===== src/rtl/sad_regs.svh =====
// address map and size constants for the system address decoder
`ifndef SAD_REGS_SVH
`define SAD_REGS_SVH
`define SAD_CODE_BASE      32'h0000_0000
`define SAD_CODE_END_LARGE 32'h0003_FFFF
`define SAD_CODE_END_SMALL 32'h0001_FC00
`define SAD_SRAM_BASE      32'h2000_0000
`define SAD_SRAM_END       32'h2004_7FFF
`define SAD_SYS_BASE       32'hE000_0000
`define SAD_SYS_END        32'hF7FF_FFFF
`define SAD_PPB_END        32'hE004_0000
`define SAD_ROM_BASE       32'hE00F_F000
`define SAD_ROM_END        32'hE00F_FFFF
`define SAD_BLOCK_BYTES    32'h0000_8000
`define SAD_CACHE_BYTES    32'h0000_1000
`define SAD_DATA_BYTES     32'h0000_8000
`define SAD_DATA_BIG_BYTES 32'h0001_0000
`define SAD_ISRAM_OFFS     32'h0001_0000
`endif


===== src/rtl/sad_pkg.sv =====
// types shared by the system address decoder
package sad_pkg;
   typedef enum logic [2:0] {
      SAD_TGT_NONE,
      SAD_TGT_CODE,
      SAD_TGT_SRAM,
      SAD_TGT_MMR,
      SAD_TGT_PPB,
      SAD_TGT_ROM,
      SAD_TGT_SYS
   } sad_target_t;
   typedef enum logic [1:0] {
      SAD_SIZE_BYTE,
      SAD_SIZE_HALF,
      SAD_SIZE_WORD,
      SAD_SIZE_BAD
   } sad_size_t;
endpackage


===== src/rtl/sad_decoder.sv =====
// system address decoder: code, sram and private system regions
`timescale 1ns/1ps
`include "sad_regs.svh"
module sad_decoder (
   // clock and reset
   input wire logic sys_clk_i,
   input wire logic rst_i,
   // configuration
   input wire logic large_flash_i,
   input wire logic isram_en_i,
   input wire logic cache_en_i,
   // request, master 0 core, master 1 dma
   input wire logic req_i,
   input wire logic master_i,
   input wire logic write_i,
   input wire logic excl_i,
   input wire sad_pkg::sad_size_t size_i,
   input wire logic [31:0] addr_i,
   input wire logic [31:0] wdata_i,
   // code target
   output logic code_sel_o,
   // sram and mmr target
   output logic sram_sel_o,
   output logic mmr_sel_o,
   output logic [16:0] sram_addr_o,
   output logic sram_isram_o,
   // private system target
   output logic sys_sel_o,
   output logic ppb_sel_o,
   // common outgoing transfer
   output logic write_o,
   output logic [31:0] addr_o,
   output logic [31:0] wdata_o,
   output logic [3:0] byte_en_o,
   // response
   output logic done_o,
   output logic err_o,
   output logic excl_ok_o,
   output logic [31:0] rom_data_o,
   output sad_pkg::sad_target_t target_o
);
   import sad_pkg::*;

   // ***********************************
   // helpers
   // ***********************************
   function automatic logic in_range(input logic [31:0] a,
         input logic [31:0] lo, input logic [31:0] hi);
      in_range = a >= lo && a <= hi;
   endfunction

   function automatic logic [3:0] lanes(input sad_size_t s,
         input logic [1:0] a);
      case (s)
         SAD_SIZE_BYTE: lanes = 4'h1 << a;
         SAD_SIZE_HALF: lanes = a[1] ? 4'hC : 4'h3;
         SAD_SIZE_WORD: lanes = 4'hF;
         default: lanes = 4'h0;
      endcase
   endfunction

   // ***********************************
   // region decode
   // ***********************************
   wire logic [31:0] code_end = large_flash_i ? `SAD_CODE_END_LARGE
      : `SAD_CODE_END_SMALL;
   // code fetch region is core only
   wire logic hit_code = in_range(addr_i, `SAD_CODE_BASE, code_end)
      && !master_i;
   // data sram grows by one block when instruction sram is off
   wire logic [31:0] data_bytes = isram_en_i ? `SAD_DATA_BYTES
      : `SAD_DATA_BIG_BYTES;
   wire logic [31:0] isram_bytes = cache_en_i
      ? `SAD_BLOCK_BYTES - `SAD_CACHE_BYTES : `SAD_BLOCK_BYTES;
   wire logic [31:0] sram_off = addr_i - `SAD_SRAM_BASE;
   wire logic hit_sram_rgn = in_range(addr_i, `SAD_SRAM_BASE,
      `SAD_SRAM_END);
   wire logic hit_dsram = hit_sram_rgn && sram_off < data_bytes;
   wire logic hit_isram = hit_sram_rgn && isram_en_i
      && sram_off >= `SAD_ISRAM_OFFS
      && sram_off < `SAD_ISRAM_OFFS + isram_bytes;
   wire logic hit_mmr = hit_sram_rgn && sram_off
      >= `SAD_ISRAM_OFFS + `SAD_BLOCK_BYTES;
   wire logic hit_sys = in_range(addr_i, `SAD_SYS_BASE, `SAD_SYS_END);
   wire logic hit_ppb = hit_sys && addr_i < `SAD_PPB_END;
   wire logic hit_rom = in_range(addr_i, `SAD_ROM_BASE, `SAD_ROM_END);
   wire logic [3:0] be = lanes(size_i, addr_i[1:0]);
   wire logic misalign = (size_i == SAD_SIZE_HALF && addr_i[0])
      || (size_i == SAD_SIZE_WORD && addr_i[1:0] != 2'h0);
   wire logic bad_size = size_i == SAD_SIZE_BAD;
   // dma may not enter the private system region
   wire logic dma_block = master_i && hit_sys;
   wire logic rom_wr = hit_rom && write_i;
   wire logic hit_any = hit_code || hit_dsram || hit_isram || hit_mmr
      || hit_sys;
   wire logic fault = !hit_any || dma_block || rom_wr || bad_size
      || misalign || (hit_code && write_i);
   wire logic go = req_i && !fault;
   // sram and mmr accept both masters, both directions
   wire logic go_sram = go && (hit_dsram || hit_isram);
   wire logic go_mmr = go && hit_mmr;
   wire logic go_sys = go && hit_sys && !hit_ppb;
   wire logic go_ppb = go && hit_ppb;
   wire logic go_code = go && hit_code;
   wire logic [16:0] sram_idx = sram_off[16:0];

   wire sad_target_t tgt_w = !req_i || fault ? SAD_TGT_NONE
      : hit_code ? SAD_TGT_CODE
      : (hit_dsram || hit_isram) ? SAD_TGT_SRAM
      : hit_mmr ? SAD_TGT_MMR
      : hit_ppb ? SAD_TGT_PPB
      : hit_rom ? SAD_TGT_ROM
      : SAD_TGT_SYS;

   // ***********************************
   // exclusive monitor and rom table
   // ***********************************
   logic excl_ok_w;
   logic [31:0] rom_w;
   sad_excl_mon u_excl (
      .sys_clk_i(sys_clk_i),
      .rst_i(rst_i),
      .acc_i(go_sram),
      .master_i(master_i),
      .write_i(write_i),
      .excl_i(excl_i),
      .addr_i(addr_i),
      .excl_ok_o(excl_ok_w)
   );
   sad_rom_table u_rom (
      .index_i(addr_i[11:2]),
      .data_o(rom_w)
   );

   // ***********************************
   // next values, one cycle answer
   // ***********************************
   wire logic write_next = go && write_i;
   wire logic isram_next = go_sram && hit_isram;
   // refused accesses drive no lanes
   wire logic [3:0] byte_en_next = go ? be : 4'h0;
   wire logic done_next = req_i;
   wire logic err_next = req_i && fault;
   // rom word only for a taken rom read
   wire logic [31:0] rom_next = go && hit_rom ? rom_w : 32'h0;

   // ***********************************
   // code and sram selects
   // ***********************************
   always_ff @(posedge sys_clk_i) begin
      if (rst_i) begin
         code_sel_o <= 1'b0;
      end else begin
         code_sel_o <= go_code;
      end
   end

   always_ff @(posedge sys_clk_i) begin
      if (rst_i) begin
         sram_sel_o <= 1'b0;
      end else begin
         sram_sel_o <= go_sram;
      end
   end

   always_ff @(posedge sys_clk_i) begin
      if (rst_i) begin
         mmr_sel_o <= 1'b0;
      end else begin
         mmr_sel_o <= go_mmr;
      end
   end

   always_ff @(posedge sys_clk_i) begin
      if (rst_i) begin
         sram_addr_o <= 17'h0;
      end else begin
         sram_addr_o <= sram_idx;
      end
   end

   always_ff @(posedge sys_clk_i) begin
      if (rst_i) begin
         sram_isram_o <= 1'b0;
      end else begin
         sram_isram_o <= isram_next;
      end
   end

   // ***********************************
   // system selects
   // ***********************************
   always_ff @(posedge sys_clk_i) begin
      if (rst_i) begin
         sys_sel_o <= 1'b0;
      end else begin
         sys_sel_o <= go_sys;
      end
   end

   always_ff @(posedge sys_clk_i) begin
      if (rst_i) begin
         ppb_sel_o <= 1'b0;
      end else begin
         ppb_sel_o <= go_ppb;
      end
   end

   // ***********************************
   // write qualifiers
   // ***********************************
   always_ff @(posedge sys_clk_i) begin
      if (rst_i) begin
         write_o <= 1'b0;
      end else begin
         write_o <= write_next;
      end
   end

   always_ff @(posedge sys_clk_i) begin
      if (rst_i) begin
         byte_en_o <= 4'h0;
      end else begin
         byte_en_o <= byte_en_next;
      end
   end

   // ***********************************
   // address and data
   // ***********************************
   always_ff @(posedge sys_clk_i) begin
      if (rst_i) begin
         addr_o <= 32'h0;
      end else begin
         addr_o <= addr_i;
      end
   end

   always_ff @(posedge sys_clk_i) begin
      if (rst_i) begin
         wdata_o <= 32'h0;
      end else begin
         wdata_o <= wdata_i;
      end
   end

   // ***********************************
   // response flags
   // ***********************************
   always_ff @(posedge sys_clk_i) begin
      if (rst_i) begin
         done_o <= 1'b0;
      end else begin
         done_o <= done_next;
      end
   end

   always_ff @(posedge sys_clk_i) begin
      if (rst_i) begin
         err_o <= 1'b0;
      end else begin
         err_o <= err_next;
      end
   end

   // ***********************************
   // read data and target
   // ***********************************
   always_ff @(posedge sys_clk_i) begin
      if (rst_i) begin
         rom_data_o <= 32'h0;
      end else begin
         rom_data_o <= rom_next;
      end
   end

   always_ff @(posedge sys_clk_i) begin
      if (rst_i) begin
         target_o <= SAD_TGT_NONE;
      end else begin
         target_o <= tgt_w;
      end
   end

   // excl result is already registered inside the monitor
   always_comb begin
      excl_ok_o = excl_ok_w;
   end
endmodule // sad_decoder


===== src/rtl/sad_excl_mon.sv =====
// global exclusive access monitor for the sram region
`timescale 1ns/1ps
`include "sad_regs.svh"
module sad_excl_mon (
   // clock and reset
   input wire logic sys_clk_i,
   input wire logic rst_i,
   // access observed on the sram port
   input wire logic acc_i,
   input wire logic master_i,
   input wire logic write_i,
   input wire logic excl_i,
   input wire logic [31:0] addr_i,
   // exclusive store result
   output logic excl_ok_o
);
   logic [1:0] valid_reg;
   logic [1:0] valid_next;
   logic [29:0] tag_reg [2];
   logic [29:0] tag_next [2];
   wire logic [29:0] word = addr_i[31:2];
   wire logic own_hit = valid_reg[master_i] && tag_reg[master_i] == word;
   wire logic store_ok = acc_i && write_i && excl_i && own_hit;

   // reserve on exclusive load, clear on any store to the word
   always_comb begin
      valid_next = valid_reg;
      tag_next = tag_reg;
      if (acc_i && write_i) begin
         for (int m = 0; m < 2; m++) begin
            if (tag_reg[m] == word) begin
               valid_next[m] = 1'b0;
            end
         end
         if (excl_i) begin
            valid_next[master_i] = 1'b0;
         end
      end else if (acc_i && excl_i) begin
         valid_next[master_i] = 1'b1;
         tag_next[master_i] = word;
      end
   end

   always_ff @(posedge sys_clk_i) begin
      if (rst_i) begin
         valid_reg <= 2'h0;
         tag_reg <= '{30'h0, 30'h0};
         excl_ok_o <= 1'b0;
      end else begin
         valid_reg <= valid_next;
         tag_reg <= tag_next;
         excl_ok_o <= store_ok;
      end
   end
endmodule // sad_excl_mon


===== src/rtl/sad_rom_table.sv =====
// read only debug component locator table
`timescale 1ns/1ps
module sad_rom_table #(
   parameter int ENTRIES = 4,
   parameter logic [31:0] ENTRY0 = 32'h0000_1001,
   parameter logic [31:0] ENTRY1 = 32'h0000_2001,
   parameter logic [31:0] ENTRY2 = 32'h0000_3001,
   parameter logic [31:0] ENTRY3 = 32'h0000_4001
) (
   // lookup
   input wire logic [9:0] index_i,
   output logic [31:0] data_o
);
   // entries are offsets to each debug block, zero ends the table
   wire logic [31:0] table_w [4] = '{ENTRY0, ENTRY1, ENTRY2, ENTRY3};
   assign data_o = (index_i < 10'(ENTRIES)) ? table_w[index_i[1:0]] : 32'h0;
endmodule // sad_rom_table


===== config.mk =====
export PLATFORM = sky130hd
export DESIGN_NAME = sad_decoder
export DESIGN_NICKNAME = d
export VERILOG_FILES = /design/src/rtl/sad_pkg.sv /design/src/rtl/sad_decoder.sv /design/src/rtl/sad_excl_mon.sv /design/src/rtl/sad_rom_table.sv
export VERILOG_INCLUDE_DIRS = /design/src /design/src/rtl
export SDC_FILE = /design/constraint.sdc
export NUM_CORES = 1
export LEC_CHECK = 0
export ABC_CLOCK_PERIOD_IN_PS = 3360
export BUFFER_PORTS_ARGS = -buffer_cell sky130_fd_sc_hd__buf_4
export CORE_ASPECT_RATIO = 0.9
export CORE_MARGIN = 4
export CORE_UTILIZATION = 51
export CTS_CLUSTER_SIZE = 8
export DETAILED_ROUTE_END_ITERATION = 8
export PLACE_DENSITY_LB_ADDON = 0.1
export SLEW_MARGIN = 0
export SYNTH_ARGS = -nofsm -noshare
export SYNTH_HDL_FRONTEND = slang
export SYNTH_SLANG_ARGS = --single-unit

===== constraint.sdc =====
create_clock -name sys_clk_i -period 3.36 [get_ports sys_clk_i]
set_input_delay 0.672 -clock sys_clk_i [delete_from_list [all_inputs] [get_ports sys_clk_i]]
set_output_delay 0.672 -clock sys_clk_i [all_outputs]
set_load 0.02 [all_outputs]

==> results.json, run 1 <==
{
  "status": "complete, no violations",
  "overflow": 0,
  "cts_setup_buffers": 0,
  "setup_viol": 0,
  "ir_drop_uv": 455.5,
  "cp_max_fo": 12,
  "cp_cell_sequence": "buf_4 > ha_1 > nand2_1 > or3_1 > or4_4 > o2111a_2 > o31ai_4 > o211ai_2 > buf_4 > nor4_1",
  "cp.required_ps": 3680,
  "cp.arrival_ps": 3120,
  "p_sw_share_pct": 23.72,
  "cts_tree": "done",
  "drc": 0,
  "r2r_setup_slack_ps": 1350,
  "worstSetupEndpointType": "flip-flop",
  "dp_hpwl_mm": 12.58,
  "fmax_mhz": 356.6,
  "cts_root_buf": "clkbuf_16",
  "globalplace.congestion": 0.9091,
  "post_drt_wl_per_cell_microns": 16.64,
  "netlist_area_sq_um": 6640,
  "hold_class": "input port to flip-flop",
  "die_area_sq_um": 14910,
  "mostFrequentLayoutCell": "buf_4",
  "final.setup.tns_ps": 0,
  "synth_edf_count": 0,
  "relSlewSlack_pct": 54.53,
  "synth_area_leaders": "dfxtp_1 (44%), mux2i_1 (6.8%), buf_4 (5.8%)",
  "p_int_mw": 3.327,
  "htree_num_levels": 4,
  "avgSynthCellArea_sq_um": 9.736,
  "clock_skew_ps": 4.977,
  "hp-start": "wdata_i[17]",
  "first_pass_iters": 4,
  "cts_sinks": 147,
  "startpoint": "addr_i[17]",
  "clk_latency_ps": 420,
  "p_comb_share_pct": 11.5,
  "cts_made_buffers": 17,
  "final_nets": 932,
  "grt_pass1_vias": 5156,
  "yosysTopAreaCellShare_pct": 44.32,
  "slew_viol_final": 0,
  "timing.rr.start": "u_excl.tag_reg[28]",
  "fin_area_sq_um": 8533,
  "wl_mm": 16.89,
  "timing.critical_path.mode_cell": "buf_4",
  "async_flop_share_pct": 0,
  "critPathSlowestCell": "or4_4",
  "synthFlopType": "dfxtp_1",
  "yosysTopAreaCell": "dfxtp_1",
  "power.switching_mw": 1.034,
  "holdWs_ps": 459.4,
  "tightest_slew_ps": 682.0,
  "mostFrequentLayoutCells": "buf_4 (196), dfxtp_1 (147), nor2_1 (64)",
  "portBuffers": 176,
  "area_delta_synth_final_pct": 28.51,
  "cts_resized": 0,
  "clock_power_share_pct": 47.2,
  "rsz0062_at_grt": "no",
  "core_area_sq_um": 12740,
  "antenna_found_initial": 0,
  "postCtsHoldBufs": 0,
  "seq_area_frac_synth_pct": 44.32,
  "netlist_instances": 682,
  "maxCapViolCount": 0,
  "grt_pass1_wl_mm": 26.11,
  "die_w_microns": 128.3,
  "seq_power_share_pct": 41.3,
  "largest_register_ffs": 60,
  "grt_use_total_pct": 22.54,
  "min_period_over_period_pct": 83.47,
  "clk_pin_slew_worst_paths_ps": 60,
  "power.density_nw_per_um2": 511.1,
  "yosysWarnings": 0,
  "critPathKind": "input port to flip-flop",
  "routed-via-count": 5154,
  "ios": 205,
  "clockBufferDepth": 2,
  "ys_seq_elements": 147,
  "rows": 39,
  "die_h_microns": 116.3,
  "placed_area_sq_um": 7886,
  "synth_cell_types": 57,
  "drive_above_1_share_pct": 28.67,
  "power_mw": 4.361,
  "n_antenna_cell": 0,
  "grt_max_degree": 62,
  "ant_nets": 0,
  "drt_iter0_drc": 278,
  "start_util_pct": 52.14,
  "layout_min_cycle_time_ps": 2804,
  "hold_viol": 0,
  "worst_path_largest_cell_delay_ps": 440,
  "critPathLaunchType": "input port",
  "leakagePower_nw": 3.702,
  "via_per_inst": 5.078
}
-- synthesized netlist by cell type (2+ instances only) --
library cell and instances:
nor3b_1 2, o21a_1 3, buf_6 5, inv_1 20, nand4_1 13, o21ai_0 5
or3_1 2, nor2b_1 58, o41ai_1 2, mux2i_1 45, nand3_1 8, a211oi_1 2
ha_1 18, a21oi_1 10, dfxtp_1 147, nand2b_1 4, buf_4 51, o221ai_1 2
o211ai_1 3, nor2_1 64, o2111a_1 2, nand2_1 18, nor4_1 17, xnor2_1 34
nor4_2 6, and2_1 24, buf_1 2, nor4b_1 2, o22ai_1 3, clkbuf_1 26
nor3_2 3, xor2_1 42, nor3_1 15
-- layer usage --
metal / vias to the layer above / global-route usage, % / part of all wire (%)
met4: 0 / 8.557 / 1.6
met2: 179 / 35.86 / 48
met3: 18 / 6.813 / 7.8
met1: 2445 / 29.02 / 43
met5: - / 0 / 0
li1: 2512 / - / -
-- power groups by stage --
stage / registers (mW) / logic, mW / clock network, mW
finish: 1.80 / 0.503 / 2.06
detailed placement: 1.84 / 0.500 / 0
global placement: 1.84 / 0.494 / 0
floorplan: 1.89 / 0.261 / 0
CTS: 1.80 / 0.503 / 2.09
global route: 1.80 / 0.541 / 2.17
-- worst paths after layout --
check	to	cells after the start
hold reg to reg	u_excl.tag_reg[55]	1
hold / removal	wdata_o[17]	2
setup / recovery	rom_data_o[14]	10
setup reg to reg	u_excl.valid_reg[1]	6
-- through the flow --
stage                     setup WS (ps)  utilization [%]  std cells
final                             555.5            67.00       1015
after global routing              354.8            67.00       1015
after CTS                         582.3            67.00       1015
after detailed placement          152.9            61.92        984
after global placement            243.0            61.92        984
after floorplan                   375.9                -        709
-- layout make-up --
| type | instances | area (sq um) |
|---|---|---|
| fillers | 1072 | 4203 |
| multi-input cells | 457 | 3192 |
| flip-flops and latches | 147 | 2943 |
| repair buffers | 196 | 1471 |
| clock buffers | 19 | 442.9 |
| well taps | 164 | 205.2 |
| clock inverters | 12 | 203.9 |
| inverters | 20 | 75.07 |
-- worst max-delay path: cells and delay by family --
| kind | cells | cell delay, ps |
|---|---|---|
| AND/OR/NAND/NOR | 4 | 1110 |
| AO/OA/AOI/OAI | 3 | 710 |
| buffers and inverters | 2 | 350 |
| adder cells (fa/ha/maj) | 1 | 280 |
-- cell families after synthesis --
logic type	count (synthesis)	synth area share, %
AOI/OAI and AO/OA	44	5.012
xor gates and xnor gates	76	10.02
other	1	0.05647
DFF	147	44.32
buffers and inverters	105	9.403
muxes	45	6.783
adders and majority gates	18	3.392
and+or+nand+nor	246	21.01
Power figures use the tool's default switching activity.
==> inputs of run 2 (changes only) <==
Settings changed: ABC_CLOCK_PERIOD_IN_PS 3360 to 2500, CORE_UTILIZATION 51 to 46.
Clock period 3.36 ns to 2.5 ns, I/O delays scaled along.
==> run 2 against run 1 <==
  * The run now ends with negative setup slack left
  * Count of clock-buffer cells in the layout up 2
  * Hold slack lost 180 ps
  * Via count is 3.1% higher
  * Worst setup slack got worse by 630 ps
  * Non-clock buffer count rose by 65
  * Utilization fell by 1.8 points
  * Die area up 10%
  * First-iteration DRC count decreased by 36%
  * Critical path type unchanged
  * Largest power group unchanged
==> results.json, run 2 (synthesized netlist as in run 1, its figures left out) <==
{
  "status": "complete, but fails checks",
  "violations": "negative setup slack",
  "min_to": "wdata_o[14]",
  "clk_latency_ps": 430,
  "r2r_setup_slack_ps": 210,
  "min_period_over_period_pct": 103.0,
  "portBuffers": 176,
  "power.density_nw_per_um2": 635.8,
  "clock_skew_ps": 4.889,
  "rsz0062_at_grt": "yes",
  "fin_area_sq_um": 9203,
  "wl_mm": 17.91,
  "die_h_microns": 122.0,
  "start_util_pct": 47.07,
  "multi_input_area_sq_um": 3274,
  "maxCapViolCount": 0,
  "grt_pass1_wl_mm": 27.19,
  "rows": 41,
  "final_nets": 997,
  "globalplace.congestion": 0.8925,
  "drive_above_1_share_pct": 35.11,
  "overflow": 0,
  "worstSetupEndpointType": "flip-flop",
  "hold_viol": 0,
  "cts_sinks": 147,
  "ios": 205,
  "grt_pass1_vias": 5212,
  "cts_root_buf": "clkbuf_16",
  "clockBufferDepth": 2,
  "worst_path_largest_cell_delay_ps": 530,
  "slew_viol_final": 0,
  "drt_iter0_drc": 178,
  "mostFrequentLayoutCell": "buf_4",
  "first_pass_iters": 4,
  "cp_max_fo": 9,
  "postCtsHoldBufs": 0,
  "cts_made_buffers": 17,
  "cp.arrival_ps": 2880,
  "core_area_sq_um": 14110,
  "cp.required_ps": 2810,
  "grt_use_total_pct": 21.40,
  "crit_family": "simple AND/OR/NAND/NOR gates",
  "setup_ws_ps": -74.72,
  "timing.critical_path.mode_cell": "buf_4",
  "n_antenna_cell": 0,
  "leakagePower_nw": 4.063,
  "setup_viol": 12,
  "layout_min_cycle_time_ps": 2575,
  "cp_cell_sequence": "buf_4 > inv_2 > buf_4 > ha_1 > nand2_1 > or4_4 > o2111a_2 > nand4bb_4 > o211ai_4 > clkbuf_16 > nor2_1",
  "dp_hpwl_mm": 13.85,
  "grt_max_degree": 55,
  "power_mw": 5.851,
  "via_per_inst": 4.786,
  "relSlewSlack_pct": 55.38,
  "largest_register_ffs": 60,
  "cts_tree": "done",
  "critPathLaunchType": "input port",
  "die_w_microns": 134.6,
  "timing.rr.end": "u_excl.valid_reg[1]",
  "hold_class": "input port to flip-flop",
  "fmax_mhz": 388.4,
  "post_drt_wl_per_cell_microns": 16.14,
  "hp-start": "wdata_i[14]",
  "antenna_found_initial": 0,
  "hold_depth": 2,
  "rr_worst_depth": 6,
  "timing.rr.start": "u_excl.tag_reg[28]",
  "tightest_slew_ps": 666.8,
  "htree_num_levels": 4,
  "crit_buf_inv": 4,
  "critPathSlowestCell": "or4_4",
  "ir_drop_uv": 473.0,
  "placed_area_sq_um": 8466,
  "fillers": 1170,
  "critPathKind": "input port to flip-flop",
  "die_area_sq_um": 16420,
  "mostFrequentLayoutCells": "buf_4 (255), dfxtp_1 (147), nor2_1 (62)",
  "area_delta_synth_final_pct": 38.59,
  "drc": 0,
  "clk_pin_slew_worst_paths_ps": 60,
  "regArea_sq_um": 2943,
  "routed-via-count": 5313,
  "ant_nets": 0
}
==> run 2: changes by cell type in the layout (fill, tap and decap cells not counted), sizes merged <==
cell	previous run	this run
clkbuf	19	22
buf	196	260
inv	21	22
bufinv	5	3
==> run 2: worst max-delay path by stage <==
stage                  startpoint  slack [ps]              to  cells past startpoint
floorplan           large_flash_i        -310    byte_en_o[0]                     10
global placement    large_flash_i        -400  rom_data_o[14]                     11
detailed placement  large_flash_i        -490  rom_data_o[14]                     11
CTS                 large_flash_i           2  rom_data_o[14]                     11
global route        large_flash_i        -130     target_o[1]                     11
finish              large_flash_i         -70     target_o[1]                     11
==> run 2: stage by stage <==
| step | util, % | hold slack, ps | cells | setup WS, ps | setup TNS (ps) |
|---|---|---|---|---|---|
| global placement | 60.01 | 463.3 | 1077 | -396.3 | -13350 |
| CTS | 64.51 | 267.7 | 1109 | 2.002 | 0 |
| global route | 65.23 | 270.2 | 1110 | -127.4 | -1290 |
| finish | 65.23 | 280.9 | 1110 | -74.72 | -574.0 |
| detailed placement | 60.01 | 465.5 | 1077 | -492.7 | -15880 |
| floorplan | - | 450.1 | 709 | -312.1 | -4067 |
==> run 2: layout make-up <==
class | instances | share of cell area, %
well taps | 193 | 2.624
clock buffers | 21 | 5.221
inverters | 20 | 0.8158
repair buffers | 261 | 22.16
clock inverters | 11 | 1.618
flip-flops and latches | 147 | 31.98
multi-input cells | 457 | 35.58
==> run 2: timing repair <==
action,in CTS,in global routing
cloned,0,1
pin swaps,1,5
setup endpoints to repair,1,19
setup buffers,0,0
gates resized for setup,1,11
==> run 2: where the power goes <==
group / total (mW) / internal (mW) / switching, mW
clock: 2.68 / 1.68 / 1.00
combinational: 0.749 / 0.329 / 0.420
sequential: 2.42 / 2.40 / 0.0199
==> run 2: layer usage <==
layer	global-route usage (%)	part of all wire, %	vias up
li1	-	-	2653
met1	27.49	44	2503
met2	35.09	49	130
met3	5.202	5.2	27
met4	7.824	1.8	0
met5	0	0	-
==> inputs of run 3 (changes only) <==
Settings changed: GPL_TIMING_DRIVEN set to 0.
==> run 3 against run 2 <==
  * The run still ends with negative setup slack left
  * Count of clock-buffer cells in the layout shrank 1
  * Utilization increased by 0.78 points
  * Hold slack worse by 12 ps
  * Sequential power hardly changed
  * Clock skew increased by 4.4 ps
  * Largest cell class unchanged
==> results.json, run 3 (synthesized netlist as in run 1, its figures left out) <==
{
  "status": "complete, but fails checks",
  "violations": "negative setup slack",
  "ir_drop_uv": 471.7,
  "routed-via-count": 5491,
  "die_area_sq_um": 16420,
  "hold_class": "input port to flip-flop",
  "hp-start": "write_i",
  "timing.rr.start": "u_excl.tag_reg[4]",
  "portBuffers": 168,
  "worstSetupEndpointType": "flip-flop",
  "timing.rr.end": "u_excl.valid_reg[1]",
  "first_pass_iters": 5,
  "hold_viol": 0,
  "power.density_nw_per_um2": 601.7,
  "grt_pass1_vias": 5407,
  "fin_util_pct": 66.01,
  "core_area_sq_um": 14110,
  "n_antenna_cell": 0,
  "start_util_pct": 47.07,
  "cts_root_buf": "clkbuf_16",
  "cts_sinks": 147,
  "cp_max_fo": 5,
  "antenna_found_initial": 0,
  "ios": 205,
  "drt_iter0_drc": 305,
  "worst_path_largest_cell_delay_ps": 440,
  "grt_pass1_wl_mm": 28.05,
  "r2r_setup_slack_ps": 260,
  "post_drt_wl_per_cell_microns": 16.77,
  "place_inst": 1070,
  "rows": 41,
  "clock_skew_ps": 9.251,
  "critPathLaunchType": "input port",
  "rr_worst_depth": 6,
  "largest_register_ffs": 60,
  "die_h_microns": 122.0,
  "min_to": "code_sel_o",
  "wl_mm": 18.82,
  "cts_tree": "done",
  "die_w_microns": 134.6,
  "grtUsageMet3_pct": 5.780,
  "use_met1_pct": 28.29,
  "instances_no_fill": 1122,
  "relSlewSlack_pct": 58.03,
  "hold_depth": 2,
  "rsz0062_at_grt": "yes",
  "via_per_inst": 4.894,
  "min_period_over_period_pct": 102.0,
  "layout_min_cycle_time_ps": 2550,
  "grt_use_total_pct": 22.32,
  "tightest_slew_ps": 629.6,
  "slew_viol_final": 0,
  "clk_latency_ps": 440,
  "mostFrequentLayoutCells": "buf_4 (228), dfxtp_1 (147), nor2b_1 (58)",
  "ant_nets": 0,
  "critPathSlowestCell": "or4_4",
  "maxCapViolCount": 0,
  "fmax_mhz": 392.2,
  "area_delta_synth_final_pct": 40.25,
  "clk_pin_slew_worst_paths_ps": 60,
  "overflow": 0,
  "drc": 0,
  "cp.required_ps": 2810,
  "mostFrequentLayoutCell": "buf_4",
  "cp_cell_sequence": "buf_8 > clkinvlp_4 > ha_4 > nand2_2 > or3_4 > or4_4 > o2111a_2 > nand4bb_4 > o211ai_4 > buf_6 > nor3_2",
  "cts_made_buffers": 17,
  "drive_above_1_share_pct": 36.38,
  "met2_usage_pct": 36.94,
  "globalplace.congestion": 0.9261,
  "final_nets": 1009,
  "postCtsHoldBufs": 0,
  "htree_num_levels": 4,
  "grt_max_degree": 17,
  "critPathKind": "input port to flip-flop",
  "clockBufferDepth": 2,
  "setup_ws_ps": -49.89,
  "busiest_layer": "met2",
  "cp.arrival_ps": 2860,
  "dp_hpwl_mm": 14.03,
  "setup_viol": 10,
  "fillers": 1197,
  "leakagePower_nw": 4.101
}
run 3: worst max-delay path by stage:
stage / start / end / slack [ps]
floorplan: large_flash_i / byte_en_o[0] / -310
global placement: addr_i[25] / u_excl.tag_reg[42] / -680
detailed placement: large_flash_i / rom_data_o[12] / -730
CTS: large_flash_i / rom_data_o[12] / -80
global route: large_flash_i / rom_data_o[12] / -140
finish: large_flash_i / rom_data_o[13] / -50
run 3: critical path, delay by kind of cell:
kind / cells / cell delay [ps]
AO/OA/AOI/OAI: 2 / 580
adder cells (fa/ha/maj): 1 / 290
buffers and inverters: 3 / 380
AND/OR/NAND/NOR: 5 / 1090
run 3: power breakdown:
group,switching (mW),internal [mW],total (mW),leakage (nW)
logic,0.444,0.347,0.792,2.63
registers,0.0188,2.40,2.42,1.20
clock network,1.00,1.39,2.39,0.266
run 3: layer usage:
layer	wire length, microns	vias up	part of all wire, %
li1	-	2681	-
met1	8127	2595	43
met2	9111	181	48
met3	1203	34	6.4
met4	373	0	2.0
met5	0	-	0
run 3: area by class of cell:
cell class                 count  area (sq um)  share of cell area [%]
inverter                      20         83.83                  0.9002
sequential                   147          2943                   31.60
clock buffer                  20         446.7                   4.796
tap                          193         241.5                   2.593
timing repair buffer         190          1474                   15.83
multi-input combinational    457          3432                   36.85
buffer                        83         584.3                   6.274
clock inverter                12         107.6                   1.155
run 3: stage by stage:
| stage | setup WS (ps) | hold slack [ps] | setup TNS, ps | power (mW) | instance area, sq um |
|---|---|---|---|---|---|
| after floorplan | -312.1 | 450.1 | -4067 | 2.895 | 6746 |
| after global routing | -139.6 | 263.0 | -1282 | 5.797 | 9313 |
| after detailed placement | -725.4 | 465.4 | -44700 | 3.209 | 8249 |
| after CTS | -83.77 | 265.6 | -605.9 | 5.608 | 9015 |
| final | -49.89 | 269.2 | -248.5 | 5.603 | 9313 |
| after global placement | -681.5 | 462.2 | -42260 | 3.194 | 8249 |
run 3: timing repair:
action	in CTS	in global routing
pin swaps	15	15
cloned	1	1
setup endpoints to repair	77	71
setup buffers	10	10
resized for setup	23	64
